File: src/verilog/sw_defs.svh
// constants for the octal switch serial control block
`ifndef SW_DEFS_SVH
`define SW_DEFS_SVH
`define SW_WORD_W 16
`define SW_CH_N 8
`define SW_CMD_OUT_LSB 0
`define SW_CMD_DET_LSB 8
`define SW_CMD_RESET 16'h0000
`define SW_STAT_HI_ZERO 8'h00
`define SW_MIN_PULSES 6'h10
`define SW_GROUP_MASK 6'h07
`define SW_MAX_PULSES 6'h3f
`define SW_BUF_DEPTH 2
`endif

File: src/verilog/sw_pkg.sv
// types for the octal switch serial control block
`default_nettype none
package sw_pkg;
	typedef logic [15:0] word_t;
	typedef logic [7:0] chan_t;
	typedef enum logic [1:0] {ST_IDLE, ST_FRAME, ST_COMMIT} frame_e;
endpackage
`default_nettype wire
File: src/verilog/cmd_buffer.sv
// two-entry command word buffer with valid and ready on both sides
`timescale 1ns/1ps
`default_nettype none
`include "sw_defs.svh"
module cmd_buffer (
	input wire logic ref_clk,
	input wire logic rst_b,
	input wire logic clr,
	input wire logic in_valid,
	output logic in_ready,
	input wire logic [15:0] in_data,
	output logic out_valid,
	input wire logic out_ready,
	output logic [15:0] out_data
);
	logic [15:0] mem_r [0:1];
	logic wr_ptr_r;
	logic rd_ptr_r;
	logic [1:0] cnt_r;
	wire push = in_valid && in_ready;
	wire pop = out_valid && out_ready;
	assign in_ready = (cnt_r != 2'h2);
	assign out_valid = (cnt_r != 2'h0);
	assign out_data = mem_r[rd_ptr_r];
	always_ff @(posedge ref_clk or negedge rst_b) begin
		if (!rst_b) begin
			wr_ptr_r <= 1'b0;
			rd_ptr_r <= 1'b0;
			cnt_r <= 2'h0;
		end else if (clr) begin
			wr_ptr_r <= 1'b0;
			rd_ptr_r <= 1'b0;
			cnt_r <= 2'h0;
		end else begin
			if (push)
				wr_ptr_r <= ~wr_ptr_r;
			if (pop)
				rd_ptr_r <= ~rd_ptr_r;
			cnt_r <= cnt_r + {1'b0, push} - {1'b0, pop};
		end
	end
	always_ff @(posedge ref_clk) begin
		if (push)
			mem_r[wr_ptr_r] <= in_data;
	end
endmodule
`default_nettype wire

File: src/verilog/octal_switch_serial_control.sv
// serial control and fault readout of an eight channel power switch
`timescale 1ns/1ps
`default_nettype none
`include "sw_defs.svh"
module octal_switch_serial_control (
	input wire logic ref_clk,
	input wire logic rst_b,
	input wire logic enable,
	input wire logic chip_select_b,
	input wire logic serial_clock,
	input wire logic serial_command_in,
	output logic serial_status_out,
	output logic serial_status_oe,
	input wire logic [7:0] overcurrent,
	input wire logic [7:0] thermal_limit,
	input wire logic [7:0] open_load,
	input wire logic overvoltage,
	output logic [7:0] output_on,
	output logic [7:0] detect_current_on,
	output logic [15:0] channel_command_word
);
	// ------------------------------------------------------------
	// input synchronisers
	// ------------------------------------------------------------
	logic [3:0] meta_r;
	logic [3:0] sync_r;
	logic sclk_d_r;
	logic cs_d_r;
	always_ff @(posedge ref_clk or negedge rst_b) begin
		if (!rst_b) begin
			meta_r <= 4'h1;
			sync_r <= 4'h1;
			sclk_d_r <= 1'b0;
			cs_d_r <= 1'b1;
		end else begin
			meta_r <= {enable, serial_command_in, serial_clock,
				chip_select_b};
			sync_r <= meta_r;
			sclk_d_r <= sync_r[1];
			cs_d_r <= sync_r[0];
		end
	end
	wire cs_s = sync_r[0];
	wire sclk_s = sync_r[1];
	wire din_s = sync_r[2];
	wire en_s = sync_r[3];
	wire cs_fall = cs_d_r && !cs_s;
	wire cs_rise = !cs_d_r && cs_s;
	// select high gates the clock away entirely
	wire sclk_fall = !cs_s && sclk_d_r && !sclk_s;
	wire sclk_rise = !cs_s && !sclk_d_r && sclk_s;

	// ------------------------------------------------------------
	// fault gathering
	// ------------------------------------------------------------
	function automatic logic [7:0] fault_map(input logic [7:0] cmd_on,
		input logic [7:0] det, input logic [7:0] oc,
		input logic [7:0] ot, input logic [7:0] ol);
		fault_map = ot | (oc & cmd_on) | (ol & ~cmd_on & det);
	endfunction
	logic [15:0] cmd_r;
	logic [7:0] fault_r;
	wire [7:0] fault_now = fault_map(cmd_r[7:0], cmd_r[15:8], overcurrent,
		thermal_limit, open_load);

	// ------------------------------------------------------------
	// shift register and pulse counter
	// ------------------------------------------------------------
	sw_pkg::frame_e state_r;
	sw_pkg::frame_e state_nxt;
	logic [15:0] shift_r;
	logic sout_r;
	logic [5:0] pulses_r;
	logic over_r;
	wire [5:0] pulses_inc = pulses_r + 6'h01;
	wire frame_ok = !over_r && (pulses_r >= `SW_MIN_PULSES) &&
		((pulses_r & `SW_GROUP_MASK) == 6'h00);
	always_comb begin
		state_nxt = state_r;
		case (state_r)
			sw_pkg::ST_IDLE:
				if (cs_fall)
					state_nxt = sw_pkg::ST_FRAME;
			sw_pkg::ST_FRAME:
				if (cs_rise)
					state_nxt = frame_ok ? sw_pkg::ST_COMMIT
						: sw_pkg::ST_IDLE;
			sw_pkg::ST_COMMIT:
				state_nxt = sw_pkg::ST_IDLE;
			default:
				state_nxt = sw_pkg::ST_IDLE;
		endcase
	end
	always_ff @(posedge ref_clk or negedge rst_b) begin
		if (!rst_b)
			state_r <= sw_pkg::ST_IDLE;
		else if (!en_s)
			state_r <= sw_pkg::ST_IDLE;
		else
			state_r <= state_nxt;
	end
	always_ff @(posedge ref_clk or negedge rst_b) begin
		if (!rst_b) begin
			shift_r <= `SW_CMD_RESET;
			sout_r <= 1'b0;
			pulses_r <= 6'h00;
			over_r <= 1'b0;
		end else if (cs_fall) begin
			shift_r <= {`SW_STAT_HI_ZERO, fault_r};
			sout_r <= 1'b0;
			pulses_r <= 6'h00;
			over_r <= 1'b0;
		end else if (sclk_rise) begin
			sout_r <= shift_r[15];
		end else if (sclk_fall) begin
			shift_r <= {shift_r[14:0], din_s};
			pulses_r <= pulses_inc;
			if (pulses_r == `SW_MAX_PULSES)
				over_r <= 1'b1;
		end
	end
	assign serial_status_oe = !cs_s;
	assign serial_status_out = sout_r;

	// ------------------------------------------------------------
	// command path through the buffer
	// ------------------------------------------------------------
	wire buf_in_ready;
	wire buf_out_valid;
	wire [15:0] buf_out_data;
	cmd_buffer u_buf (
		.ref_clk(ref_clk),
		.rst_b(rst_b),
		.clr(!en_s),
		.in_valid(state_r == sw_pkg::ST_COMMIT),
		.in_ready(buf_in_ready),
		.in_data(shift_r),
		.out_valid(buf_out_valid),
		.out_ready(1'b1),
		.out_data(buf_out_data)
	);
	always_ff @(posedge ref_clk or negedge rst_b) begin
		if (!rst_b) begin
			cmd_r <= `SW_CMD_RESET;
			fault_r <= 8'h00;
		end else if (!en_s) begin
			cmd_r <= `SW_CMD_RESET;
			fault_r <= 8'h00;
		end else begin
			if (buf_out_valid)
				cmd_r <= buf_out_data;
			fault_r <= cs_s ? fault_now : fault_r;
		end
	end
	assign channel_command_word = cmd_r;

	// ------------------------------------------------------------
	// drivers
	// ------------------------------------------------------------
	logic [7:0] on_r;
	logic [7:0] det_r;
	always_ff @(posedge ref_clk or negedge rst_b) begin
		if (!rst_b) begin
			on_r <= 8'h00;
			det_r <= 8'h00;
		end else begin
			on_r <= (en_s && !overvoltage) ?
				(cmd_r[7:0] & ~thermal_limit) : 8'h00;
			det_r <= en_s ? cmd_r[15:8] : 8'h00;
		end
	end
	assign output_on = on_r;
	assign detect_current_on = det_r;

	wire [7:0] short_seen = overcurrent & cmd_r[7:0];
endmodule
`default_nettype wire

File: config.mk
export PLATFORM = sky130hd
export DESIGN_NAME = octal_switch_serial_control
export DESIGN_NICKNAME = d
export VERILOG_FILES = /design/src/verilog/sw_pkg.sv /design/src/verilog/cmd_buffer.sv /design/src/verilog/octal_switch_serial_control.sv
export VERILOG_INCLUDE_DIRS = /design/src /design/src/verilog
export SDC_FILE = /design/constraint.sdc
export NUM_CORES = 1
export LEC_CHECK = 0
export ABC_AREA = 1
export BUFFER_PORTS_ARGS = -buffer_cell sky130_fd_sc_hd__buf_2
export CAP_MARGIN = 20
export CORE_MARGIN = 10
export CORE_UTILIZATION = 46
export CTS_BUF_LIST = sky130_fd_sc_hd__clkbuf_4 sky130_fd_sc_hd__clkbuf_8
export CTS_CLUSTER_DIAMETER = 150
export CTS_CLUSTER_SIZE = 14
export DETAILED_ROUTE_END_ITERATION = 10
export GPL_TIMING_DRIVEN = 0
export PLACE_DENSITY = 0.69
export SETUP_SLACK_MARGIN = 0.2
export SKIP_CTS_REPAIR_TIMING = 1
export SLEW_MARGIN = 25
export SYNTH_ARGS = -nofsm -noshare
export SYNTH_HDL_FRONTEND = slang
export SYNTH_SLANG_ARGS = --single-unit
File: constraint.sdc
create_clock -name ref_clk -period 4.7 [get_ports ref_clk]
set_input_delay 0.235 -clock ref_clk [delete_from_list [all_inputs] [get_ports ref_clk]]
set_output_delay 0.235 -clock ref_clk [all_outputs]
set_load 0.01 [all_outputs]
==> out/qor.yml, run 1 <==
cells_and_area:
  multi_input_area_um2: 1166
  nFillCells: 782
  regArea_um2: 2967
  syn2layout_area_growth_pct: 16.55
  num-nets-final: 483
  drive_gt1_share_pct: 27.03
  antenna_cells: 0
floorplanning:
  io_pins: 65
  core_area_um2: 9328
  start_util_pct: 47.48
  die_area_um2: 13950
  core.rowCount: 35
  die_w_um: 118.1
  die_y_um: 118.1
synth:
  ys_ff_latch: 112
  synth_nets: 402
  yosysSeqAreaShare_pct: 66.98
  synth.distinct_cells: 36
  avgSynthCellArea_um2: 12.00
  yosysWarningCount: 0
  syn_inst: 369
  synth_area_um2: 4429
global_routing:
  grt_use_met2_pct: 20.79
  antenna_found_initial: 0
  use_met3_pct: 4.844
  top_usage_layer: "met2"
  grt_max_degree: 42
  grt_pass1_wl_um: 15150
  grt_pass1_vias: 2895
  grt_usage_pct: 13.34
  grtUsageMet1_pct: 17.14
  grt-ovfl-total: 0
clock_network:
  cts_made_buffers: 9
  cts_max_path_buffers: 2
  clk_pin_slew_ns: 0.10
  cts.root.buffer_cell: "clkbuf_8"
  h-tree-depth: 3
  cts_tree: "done"
  clock_latency_ns: 0.37
  cts_num_sinks: 112
critical_path:
  startpoint_type: "flip-flop"
  worst-setup-path-type: "flip-flop to flip-flop"
  cp_cell_sequence: "nor2_1, nand2_1, nor2_2"
  cp.arrival_ns: 1.86
  endpoint_kind: "flip-flop"
  crit_buf_inv: 0
  max_stage_delay_ns: 0.70
  critPathSlowestCell: "nor2_2"
  critical-path-top-delay-family: "simple AND/OR/NAND/NOR gates"
  critPathRequiredTime_ns: 4.70
  cp_max_fo: 17
sta:
  whs_ns: 0.02834
  final_hold_viol_count: 0
  layout_min_cycle_time_ns: 1.870
  drv_slew: 0
  max-slew-margin-rel_pct: 40.36
  rsz0062_at_grt: "false"
  fmax_mhz: 534.8
  skew_ns: 0.008364
  worst-slew-pin-transition_ns: 0.8936
  setup_viol: 0
  fin_crit_sh_pct: 39.78
  fin_tns_setup_ns: 0
pwr:
  peakVddDrop_uv: 161.0
  pwr-share-seq_pct: 60.9
  power_frac_comb_pct: 10.1
  p_leak_nw: 2.394
  clock_power_share_pct: 29.0
  pwr_density_cell_nw_per_um2: 344.9
  swShare_pct: 25.41
  internal-power_mw: 1.328
  power_switching_uw: 452.4
routing:
  postRouteAntennaNets: 0
  vias: 2813
  drc: 0
  vias_per_cell: 4.817
  drt-pass1-iter-count: 4
  wl_um: 9018
  post_drt_wl_per_cell_um: 15.44
  detailedRoute.firstIterationViolations: 242
job:
  drv_cap: 0
place:
  place_congestion: 0.7512
  dp_hpwl_um: 6545
  port_buffers: 64
outcome:
  status: "finished clean"
min_path:
  hp-class: "input pin to flip-flop"
-- routing by layer --
| layer | share of wire (%) | up-vias |
|---|---|---|
| met5 | 0 | - |
| met2 | 46 | 78 |
| li1 | - | 1409 |
| met1 | 46 | 1322 |
| met3 | 7.2 | 4 |
| met4 | 0.73 | 0 |
-- state kept, by name, indices dropped and copies added, names as in the netlist --
| register | flops |
|---|---|
| u_buf.mem_r | 32 |
| channel_command_word | 16 |
| shift_r | 16 |
| detect_current_on | 8 |
| fault_r | 8 |
| output_on | 8 |
| pulses_r | 6 |
| meta_r | 4 |
| sync_r | 4 |
| state_r | 2 |
| u_buf.cnt_r | 2 |
| cs_d_r | 1 |
| over_r | 1 |
| sclk_d_r | 1 |
| serial_status_out | 1 |
| u_buf.rd_ptr_r | 1 |
| u_buf.wr_ptr_r | 1 |
-- layout make-up --
class	count	area share, %
timing repair buffer	70	7.610
clock buffer	11	2.690
tap	129	3.127
inverter	44	3.248
multi-input combinational	201	22.59
buffer	12	2.593
sequential	112	57.46
clock inverter	5	0.6786
-- worst paths after layout --
path	startpoint	to	slack (ns)	cells past startpoint
min in group asynchronous	rst_b	fault_r[6]$_DFFE_PN0P_	0.39	2
min	thermal_limit[6]	output_on[6]$_DFF_PN0_	0.03	2
max in group asynchronous	rst_b	output_on[6]$_DFF_PN0_	3.70	3
max	state_r[0]$_DFFE_PN0P_	u_buf.mem_r[1][15]$_DFFE_PP_	2.83	3
min reg2reg	meta_r[2]$_DFF_PN0_	sync_r[2]$_DFF_PN0_	0.36	0
max reg2reg	state_r[0]$_DFFE_PN0P_	u_buf.mem_r[1][15]$_DFFE_PP_	2.83	3
-- metrics by stage --
stage               cells  util [%]  power, mW  instance area, um2  setup WS, ns
detailed placement    563     52.94      1.283                4938         2.826
global route          584     55.35      1.870                5162         2.688
global placement      562     52.65      1.274                4911         2.514
CTS                   579     54.81      1.798                5112         2.806
finish                584     55.35      1.781                5162         2.830
floorplan             369         -      1.200                4429         2.980
-- kinds of logic (layout without fill, tap and decap cells) --
| family | Yosys count | in the layout | share of synthesized area (%) |
|---|---|---|---|
| adders and majority gates | 2 | 2 | 0.5649 |
| and+or+nand+nor | 124 | 124 | 13.47 |
| xor gates and xnor gates | 1 | 1 | 0.1978 |
| buffers and inverters | 56 | 142 | 6.808 |
| DFF | 112 | 112 | 66.98 |
| muxes | 16 | 16 | 3.616 |
| AOI/OAI and AO/OA | 58 | 58 | 8.362 |
-- placed cells by master (no fill, tap or decap), types with 2 or more instances in the layout --
cell type      instances
o211ai_2               8
a21oi_1               14
o21ai_0               23
nor2_4                 2
dlygate4sd3_1          5
buf_6                  4
nand2_1               51
clkbuf_8              10
inv_4                  2
inv_1                 41
dfstp_2                3
nand2_4                3
ha_1                   2
o21ai_1                2
nand2_2                3
buf_12                 3
dfrtp_1               77
clkinvlp_4             2
nor3_1                 8
edfxtp_1              32
nor2_2                 4
inv_2                  2
nand4_1                2
clkbuf_4               2
nor2_1                10
buf_4                  5
buf_2                 64
o22ai_1                8
nand3_1               36
mux2i_1               16
-- cells in the mapped netlist --
library cell | instances | area [um2]
dfrtp_1 | 77 | 1927
nand2_1 | 51 | 191.4
inv_1 | 41 | 153.9
nand3_1 | 36 | 180.2
edfxtp_1 | 32 | 960.9
o21ai_0 | 23 | 115.1
mux2i_1 | 16 | 160.2
a21oi_1 | 14 | 70.07
nor2_1 | 12 | 45.04
nor3_1 | 8 | 40.04
o211ai_2 | 8 | 100.1
o22ai_1 | 8 | 50.05
buf_4 | 4 | 30.03
buf_6 | 4 | 45.04
dfstp_2 | 3 | 78.83
nand2_2 | 3 | 18.77
nand2_4 | 3 | 33.78
buf_12 | 2 | 40.04
ha_1 | 2 | 25.02
inv_2 | 2 | 7.510
nand4_1 | 2 | 12.51
nor2_2 | 2 | 12.51
nor2_4 | 2 | 22.52
o21ai_1 | 2 | 10.01
a21oi_2 | 1 | 8.760
buf_2 | 1 | 5.000
clkbuf_8 | 1 | 13.76
inv_4 | 1 | 6.260
nand3_2 | 1 | 10.01
nor3_2 | 1 | 10.01
nor3b_1 | 1 | 7.510
nor4_1 | 1 | 6.260
o21ai_2 | 1 | 8.760
o31ai_1 | 1 | 7.510
or2_1 | 1 | 6.260
xnor2_1 | 1 | 8.760
-- worst register-to-register path: stages (launching register included) --
cell	delay, ns
dfrtp_1	0.41
nor2_1	0.23
nand2_1	0.16
nor2_2	0.71
-- power groups by stage --
stage	clock network (mW)	logic [mW]	registers [mW]
after detailed placement	0	0.179	1.10
after global placement	0	0.172	1.10
after floorplan	0	0.0984	1.10
final	0.517	0.180	1.08
after CTS	0.534	0.180	1.08
after global routing	0.576	0.203	1.09
(Power assumes the default switching activity.)
==> run 2, diff against run 1 <==
--- a/config.mk
+++ b/config.mk
@@ -6,7 +6,7 @@
 export SDC_FILE = /design/constraint.sdc
 export NUM_CORES = 1
 export LEC_CHECK = 0
-export ABC_AREA = 1
+export ABC_AREA = 0
 export BUFFER_PORTS_ARGS = -buffer_cell sky130_fd_sc_hd__buf_2
 export CAP_MARGIN = 20
 export CORE_MARGIN = 10
@@ -16,7 +16,7 @@
 export CTS_CLUSTER_SIZE = 14
 export DETAILED_ROUTE_END_ITERATION = 10
 export GPL_TIMING_DRIVEN = 0
-export PLACE_DENSITY = 0.69
+export PLACE_DENSITY = 0.72
 export SETUP_SLACK_MARGIN = 0.2
 export SKIP_CTS_REPAIR_TIMING = 1
 export SLEW_MARGIN = 25
==> constraint.sdc (replaced) <==
create_clock -name ref_clk -period 1.5 [get_ports ref_clk]
set_input_delay 0.075 -clock ref_clk [delete_from_list [all_inputs] [get_ports ref_clk]]
set_output_delay 0.075 -clock ref_clk [all_outputs]
set_load 0.01 [all_outputs]
==> run 2 against run 1 <==
The flow now finishes with violations (negative hold slack); sequential share of layout area decreased by 8.6 points; final cell count increased by 3.1%; hold slack got worse by 0.034 ns; count of clock-buffer cells in the layout decreased by 1; largest cell class unchanged; die area decreased by 1.3%; largest power group unchanged; critical path type unchanged.
==> out/qor.yml, run 2 <==
floorplanning:
  core_area_um2: 9240  # -0.94%
  die_area_um2: 13770  # -1.3%
  core.rowCount: 35  # unchanged
  start_util_pct: 47.18  # -0.31 points
  die_w_um: 117.3  # -0.66%
  io_pins: 65  # unchanged
  die_y_um: 117.3  # -0.66%
global_routing:
  grt_pass1_wl_um: 15150  # unchanged
  antenna_found_initial: 0  # unchanged
  grt_usage_pct: 13.45  # +0.12 points
  grt_max_degree: 48  # +14%
  grt-ovfl-total: 0  # unchanged
  grt_pass1_vias: 2950  # +1.9%
sta:
  setup_viol: 0  # unchanged
  whs_ns: -0.005827  # -0.03416 ns
  layout_min_cycle_time_ns: 1.446  # -0.4238 ns
  skew_ns: 0.01971  # +0.01134 ns
  fin_tns_setup_ns: 0  # unchanged
  worst-slew-pin-transition_ns: 0.4712  # -0.4224 ns
  setup_slack_ns: 0.05401  # -2.776 ns
  fin_crit_sh_pct: 96.40  # +57 points
  drv_slew: 0  # unchanged
  final_hold_viol_count: 1  # +1
  max-slew-margin-rel_pct: 68.59  # +28 points
  rsz0062_at_grt: "true"
  fmax_mhz: 691.6  # +29%
cells_and_area:
  layoutNonFillerInstCount: 602  # +3.1%
  drive_gt1_share_pct: 42.07  # +15 points
  mostFrequentLayoutCells: "dfrtp_1, buf_2, nand2_1, edfxtp_1"
  largest_reg_flops: 32  # unchanged
  syn2layout_area_growth_pct: 39.67
  fin_util_pct: 65.89  # +11 points
  design_area_um2: 6088  # +18%
  largest_register: "u_buf.mem_r"
  num-nets-final: 501  # +3.7%
  final_common_cell: "dfrtp_1"
  antenna_cells: 0  # unchanged
pwr:
  pwr_density_cell_nw_per_um2: 961.6  # +180%
  p_leak_nw: 2.625  # +9.6%
  peakVddDrop_uv: 548.7  # +240%
synth:
  avgSynthCellArea_um2: 12.45  # +3.8%
  synth_top_area_cell: "dfrtp_1"
  synth_nets: 383  # -4.7%
  synth.distinct_cells: 38  # +5.6%
  yosysMostFrequentCell: "dfrtp_1"
  yosysWarningCount: 0  # unchanged
  synth_area_um2: 4359  # -1.6%
  async_flop_share_pct: 71.43  # unchanged
  synth-edff-count: 32  # unchanged
  ys_ff_latch: 112  # unchanged
  synth_top_area_share_pct: 44.20  # +0.70 points
  ys_top_cells_by_count: "dfrtp_1, nand2_1, edfxtp_1"
  synth.area.top_cells: "dfrtp_1, edfxtp_1, nand2_1"
  syn_inst: 350  # -5.1%
  synth_flop_cell: "dfrtp_1"
  yosysSeqAreaShare_pct: 68.05  # +1.1 points
routing:
  wl_met3_um: 667  # +2.3%
  post_drt_wl_per_cell_um: 17.14  # +11%
  detailedRoute.firstIterationViolations: 190  # -21%
  vias_per_cell: 5.148  # +6.9%
  vias: 3099  # +10%
  drc: 0  # unchanged
  dr_wl_met2_um: 5076  # +22%
  postRouteAntennaNets: 0  # unchanged
  drt-pass1-iter-count: 4  # unchanged
  maxUsedRoutingLayer: "met4"
  wl_met1_um: 4427  # +7.0%
  wl_um: 10320  # +14%
clock_network:
  cts_max_path_buffers: 2  # unchanged
  cts_num_sinks: 112  # unchanged
  cts_tree: "done"
  clk_pin_slew_ns: 0.11  # about the same
  cts.root.buffer_cell: "clkbuf_8"
  clock_latency_ns: 0.37  # about the same
  cts_made_buffers: 9  # unchanged
  h-tree-depth: 3  # unchanged
place:
  place_area_um2: 4965  # +0.53%
  dpl.cell_count: 544  # -3.4%
  place_congestion: 0.7636  # +1.7%
  dp_slack_ns: -0.2071  # -3.034 ns
  dp_hpwl_um: 6668  # +1.9%
  port_buffers: 64  # unchanged
critical_path:
  cp_max_fo: 8  # -9
  startpoint_type: "flip-flop"
  worst-setup-path-type: "flip-flop to flip-flop"
  endpoint_kind: "flip-flop"
  critPathRequiredTime_ns: 1.80  # -2.90 ns
  cp.arrival_ns: 1.75  # -0.11 ns
min_path:
  hp-class: "input pin to flip-flop"
outcome:
  violations: "negative hold slack"
  status: "complete, but fails checks"
job:
  drv_cap: 0  # unchanged
## run 2: cell count changes after synthesis, moves of 9 or more
cell	before	now
a21oi_1	14	27
inv_1	41	12
nand3_1	36	3
nand3b_1	0	11
nor3b_1	1	10
o21ai_0	23	13
o31ai_1	1	16
## run 2: cell type report
type	instances	area [um2]
Fill cell	634	3152
Clock buffer	10	131.4
Clock inverter	6	75.07
Buffer	17	178.9
Inverter	13	55.05
Timing Repair Buffer	107	863.3
Multi-Input combinational cell	208	1650
Sequential cell	112	2973
Tap cell	129	161.4
## run 2: power by group
part	leakage, nW	internal, mW	total (mW)	switching [mW]
sequential	1.35	3.25	3.38	0.129
combinational	1.18	0.322	0.621	0.299
clock	0.103	0.819	1.85	1.03
total	2.62	4.40	5.85	1.46
## run 2: final timing paths
path	slack [ns]	from	to	depth (start not counted)
setup / recovery	0.05	sync_r[0]$_DFF_PN1_	pulses_r[5]$_DFFE_PN0P_	4
hold / removal	-0.006	overcurrent[4]	fault_r[4]$_DFFE_PN0P_	3
setup reg to reg	0.05	sync_r[0]$_DFF_PN1_	pulses_r[5]$_DFFE_PN0P_	4
hold reg to reg	0.36	meta_r[1]$_DFF_PN0_	sync_r[1]$_DFF_PN0_	0
max in group asynchronous	0.71	rst_b	channel_command_word[8]$_DFFE_PN0P_	3
min in group asynchronous	0.21	rst_b	shift_r[14]$_DFFE_PN0P_	2
## run 2: logic make-up (layout without fill, tap and decap cells)
kind of cell,count (synthesis),in the layout,share of synthesized area [%]
AOI/OAI and AO/OA,68,68,9.644
xor gates and xnor gates,1,1,0.2010
adders and majority gates,3,3,0.8036
buffers and inverters,30,153,2.870
DFF,112,112,68.05
muxes,16,16,3.674
and+or+nand+nor,120,120,14.75
## run 2: routing by layer
metal / vias up / GRT usage [%]
met5: - / 0
met4: 0 / 4.304
met3: 12 / 4.029
met2: 92 / 21.71
met1: 1524 / 16.87
li1: 1471 / -
## run 2: per-stage QoR
step | hold WS [ns] | total power [mW]
after detailed placement | 0.06305 | 3.813
after CTS | -0.3411 | 5.638
after global routing | 0.004081 | 6.086
after global placement | 0.1794 | 3.783
after floorplan | -0.2206 | 3.594
final | -0.005827 | 5.854
## run 2: worst max-delay path: stages (launching register included)
cell and delay, ns:
dfstp_2 0.65, nor2b_1 0.07, buf_4 0.17, or4_4 0.42
nand2_2 0.07
==> run 3, diff against run 2 <==
--- a/config.mk
+++ b/config.mk
@@ -17,6 +17,7 @@
 export DETAILED_ROUTE_END_ITERATION = 10
 export GPL_TIMING_DRIVEN = 0
 export PLACE_DENSITY = 0.72
+export RECOVER_POWER = 100
 export SETUP_SLACK_MARGIN = 0.2
 export SKIP_CTS_REPAIR_TIMING = 1
 export SLEW_MARGIN = 25
==> run 3 against run 2 <==
The flow still finishes with violations (negative hold slack); flip-flop and latch count stayed put; count of clock-buffer cells in the layout stayed put; critical path depth stayed put; clock power hardly changed; non-clock buffer count stayed put; critical endpoint unchanged.
==> out/qor.yml, run 3 (same netlist as run 2, synthesis figures left out) <==
cells_and_area:
  design_area_um2: 6086  # about the same
  multi_input_area_um2: 1650  # unchanged
  antenna_cells: 0  # unchanged
  largest_register: "u_buf.mem_r"
  num-nets-final: 501  # unchanged
  final_common_cell: "dfrtp_1"
  largest_reg_flops: 32  # unchanged
  drive_gt1_share_pct: 42.07  # unchanged
  syn2layout_area_growth_pct: 39.61  # about the same
  nFillCells: 635  # +0.16%
  regArea_um2: 2973  # unchanged
  fin_util_pct: 65.86  # about the same
  mostFrequentLayoutCells: "dfrtp_1, buf_2, nand2_1, edfxtp_1, dlygate4sd3_1"
critical_path:
  cp_cell_sequence: "nor2b_1, buf_4, or4_4, nand2_2"
  r2r_cells: 4  # unchanged
  cp.arrival_ns: 1.75  # about the same
  cp_max_fo: 8  # unchanged
  critPathRequiredTime_ns: 1.80  # about the same
  endpoint_kind: "flip-flop"
  rr_startpoint: "sync_r[0]$_DFF_PN1_"
  critPathSlowestCell: "dfstp_2"
  r2r_slack_ns: 0.05  # about the same
  worst-setup-path-type: "flip-flop to flip-flop"
  max_stage_delay_ns: 0.65  # about the same
  startpoint_type: "flip-flop"
  r2r_end: "pulses_r[5]$_DFFE_PN0P_"
floorplanning:
  die_area_um2: 13770  # unchanged
  start_util_pct: 47.18  # unchanged
  die_w_um: 117.3  # unchanged
  io_pins: 65  # unchanged
  die_y_um: 117.3  # unchanged
  core_area_um2: 9240  # unchanged
  core.rowCount: 35  # unchanged
min_path:
  whs_path_depth: 3  # unchanged
  hp-class: "input pin to flip-flop"
  holdPathEnd: "fault_r[4]$_DFFE_PN0P_"
  hp-start: "overcurrent[4]"
global_routing:
  grt-ovfl-total: 0  # unchanged
  grt_max_degree: 48  # unchanged
  grt_pass1_vias: 2950  # unchanged
  antenna_found_initial: 0  # unchanged
  use_met3_pct: 4.029  # unchanged
  top_usage_layer: "met2"
  grt_use_met2_pct: 21.71  # unchanged
  grt_usage_pct: 13.45  # unchanged
  grtUsageMet1_pct: 16.87  # unchanged
  grt_pass1_wl_um: 15150  # unchanged
place:
  port_buffers: 64  # unchanged
  place_congestion: 0.7636  # unchanged
  dp_hpwl_um: 6668  # unchanged
  place_area_um2: 4965  # unchanged
sta:
  whs_ns: -0.005827  # unchanged
  layout_min_cycle_time_ns: 1.446  # unchanged
  rsz0062_at_grt: "true"
  skew_ns: 0.01971  # unchanged
  max-slew-margin-rel_pct: 39.11  # -29 points
  final_hold_viol_count: 1  # unchanged
  drv_slew: 0  # unchanged
  fin_crit_sh_pct: 96.40  # unchanged
  worst-slew-pin-transition_ns: 0.9133  # +0.4421 ns
  fmax_mhz: 691.6  # unchanged
  setup_viol: 0  # unchanged
  fin_tns_setup_ns: 0  # unchanged
clock_network:
  cts.root.buffer_cell: "clkbuf_8"
  cts_num_sinks: 112  # unchanged
  cts_max_path_buffers: 2  # unchanged
  cts_tree: "done"
  cts_made_buffers: 9  # unchanged
  h-tree-depth: 3  # unchanged
  clk_pin_slew_ns: 0.11  # about the same
  clock_latency_ns: 0.37  # about the same
job:
  drv_cap: 0  # unchanged
routing:
  wl_um: 10320  # unchanged
  vias: 3099  # unchanged
  detailedRoute.firstIterationViolations: 190  # unchanged
  postRouteAntennaNets: 0  # unchanged
  post_drt_wl_per_cell_um: 17.14  # unchanged
  vias_per_cell: 5.148  # unchanged
  drc: 0  # unchanged
  drt-pass1-iter-count: 4  # unchanged
outcome:
  status: "complete, but fails checks"
  violations: "negative hold slack"
pwr:
  peakVddDrop_uv: 548.7  # unchanged
  p_leak_nw: 2.624  # about the same
  pwr_density_cell_nw_per_um2: 961.8  # about the same
  power.total_mw: 5.854  # about the same
-- run 3: area by class of cell --
cell class | count | area share (%)
Multi-Input combinational cell | 208 | 27.12
Clock buffer | 10 | 2.159
Inverter | 13 | 0.9046
Clock inverter | 6 | 1.234
Buffer | 17 | 2.940
Sequential cell | 112 | 48.85
Tap cell | 129 | 2.652
Timing Repair Buffer | 107 | 14.14
-- run 3: worst max path at each step --
stage | start | endpoint | slack, ns | depth (start not counted)
floorplan | state_r[0]$_DFFE_PN0P_ | u_buf.mem_r[1][0]$_DFFE_PP_ | 0.05 | 2
global placement | rst_b | detect_current_on[3]$_DFF_PN0_ | -0.24 | 1
detailed placement | state_r[0]$_DFFE_PN0P_ | u_buf.mem_r[1][13]$_DFFE_PP_ | -0.21 | 2
CTS | state_r[0]$_DFFE_PN0P_ | u_buf.mem_r[1][13]$_DFFE_PP_ | -0.25 | 2
global route | sync_r[0]$_DFF_PN1_ | pulses_r[5]$_DFFE_PN0P_ | -0.02 | 4
finish | sync_r[0]$_DFF_PN1_ | pulses_r[5]$_DFFE_PN0P_ | 0.05 | 4
-- run 3: report_power, final --
| group | total [mW] | internal, mW | leakage [nW] | switching, mW |
|---|---|---|---|---|
| sequential | 3.38 | 3.25 | 1.35 | 0.129 |
| combinational | 0.620 | 0.321 | 1.17 | 0.299 |
| clock | 1.85 | 0.819 | 0.103 | 1.03 |
| total | 5.85 | 4.39 | 2.62 | 1.46 |
-- run 3: through the flow --
| stage | std cells | setup WS, ns |
|---|---|---|
| 3_3_place_gp | 543 | -0.2425 |
| 5_1_grt | 602 | -0.01740 |
| 3_5_place_dp | 544 | -0.2071 |
| 6_report | 602 | 0.05401 |
| 4_1_cts | 560 | -0.2460 |
| 2_1_floorplan | 350 | 0.05432 |
-- run 3: worst max-delay path, delay by kind of cell (launching register included) --
family                 cells  cell delay [ns]
buffers and inverters      1             0.17
and+or+nand+nor            3             0.56
DFF                        1             0.65
-- run 3: per-layer routing --
layer | share of wire, % | vias up
met5 | 0 | -
met1 | 43 | 1524
li1 | - | 1471
met2 | 49 | 92
met4 | 1.4 | 0
met3 | 6.5 | 12
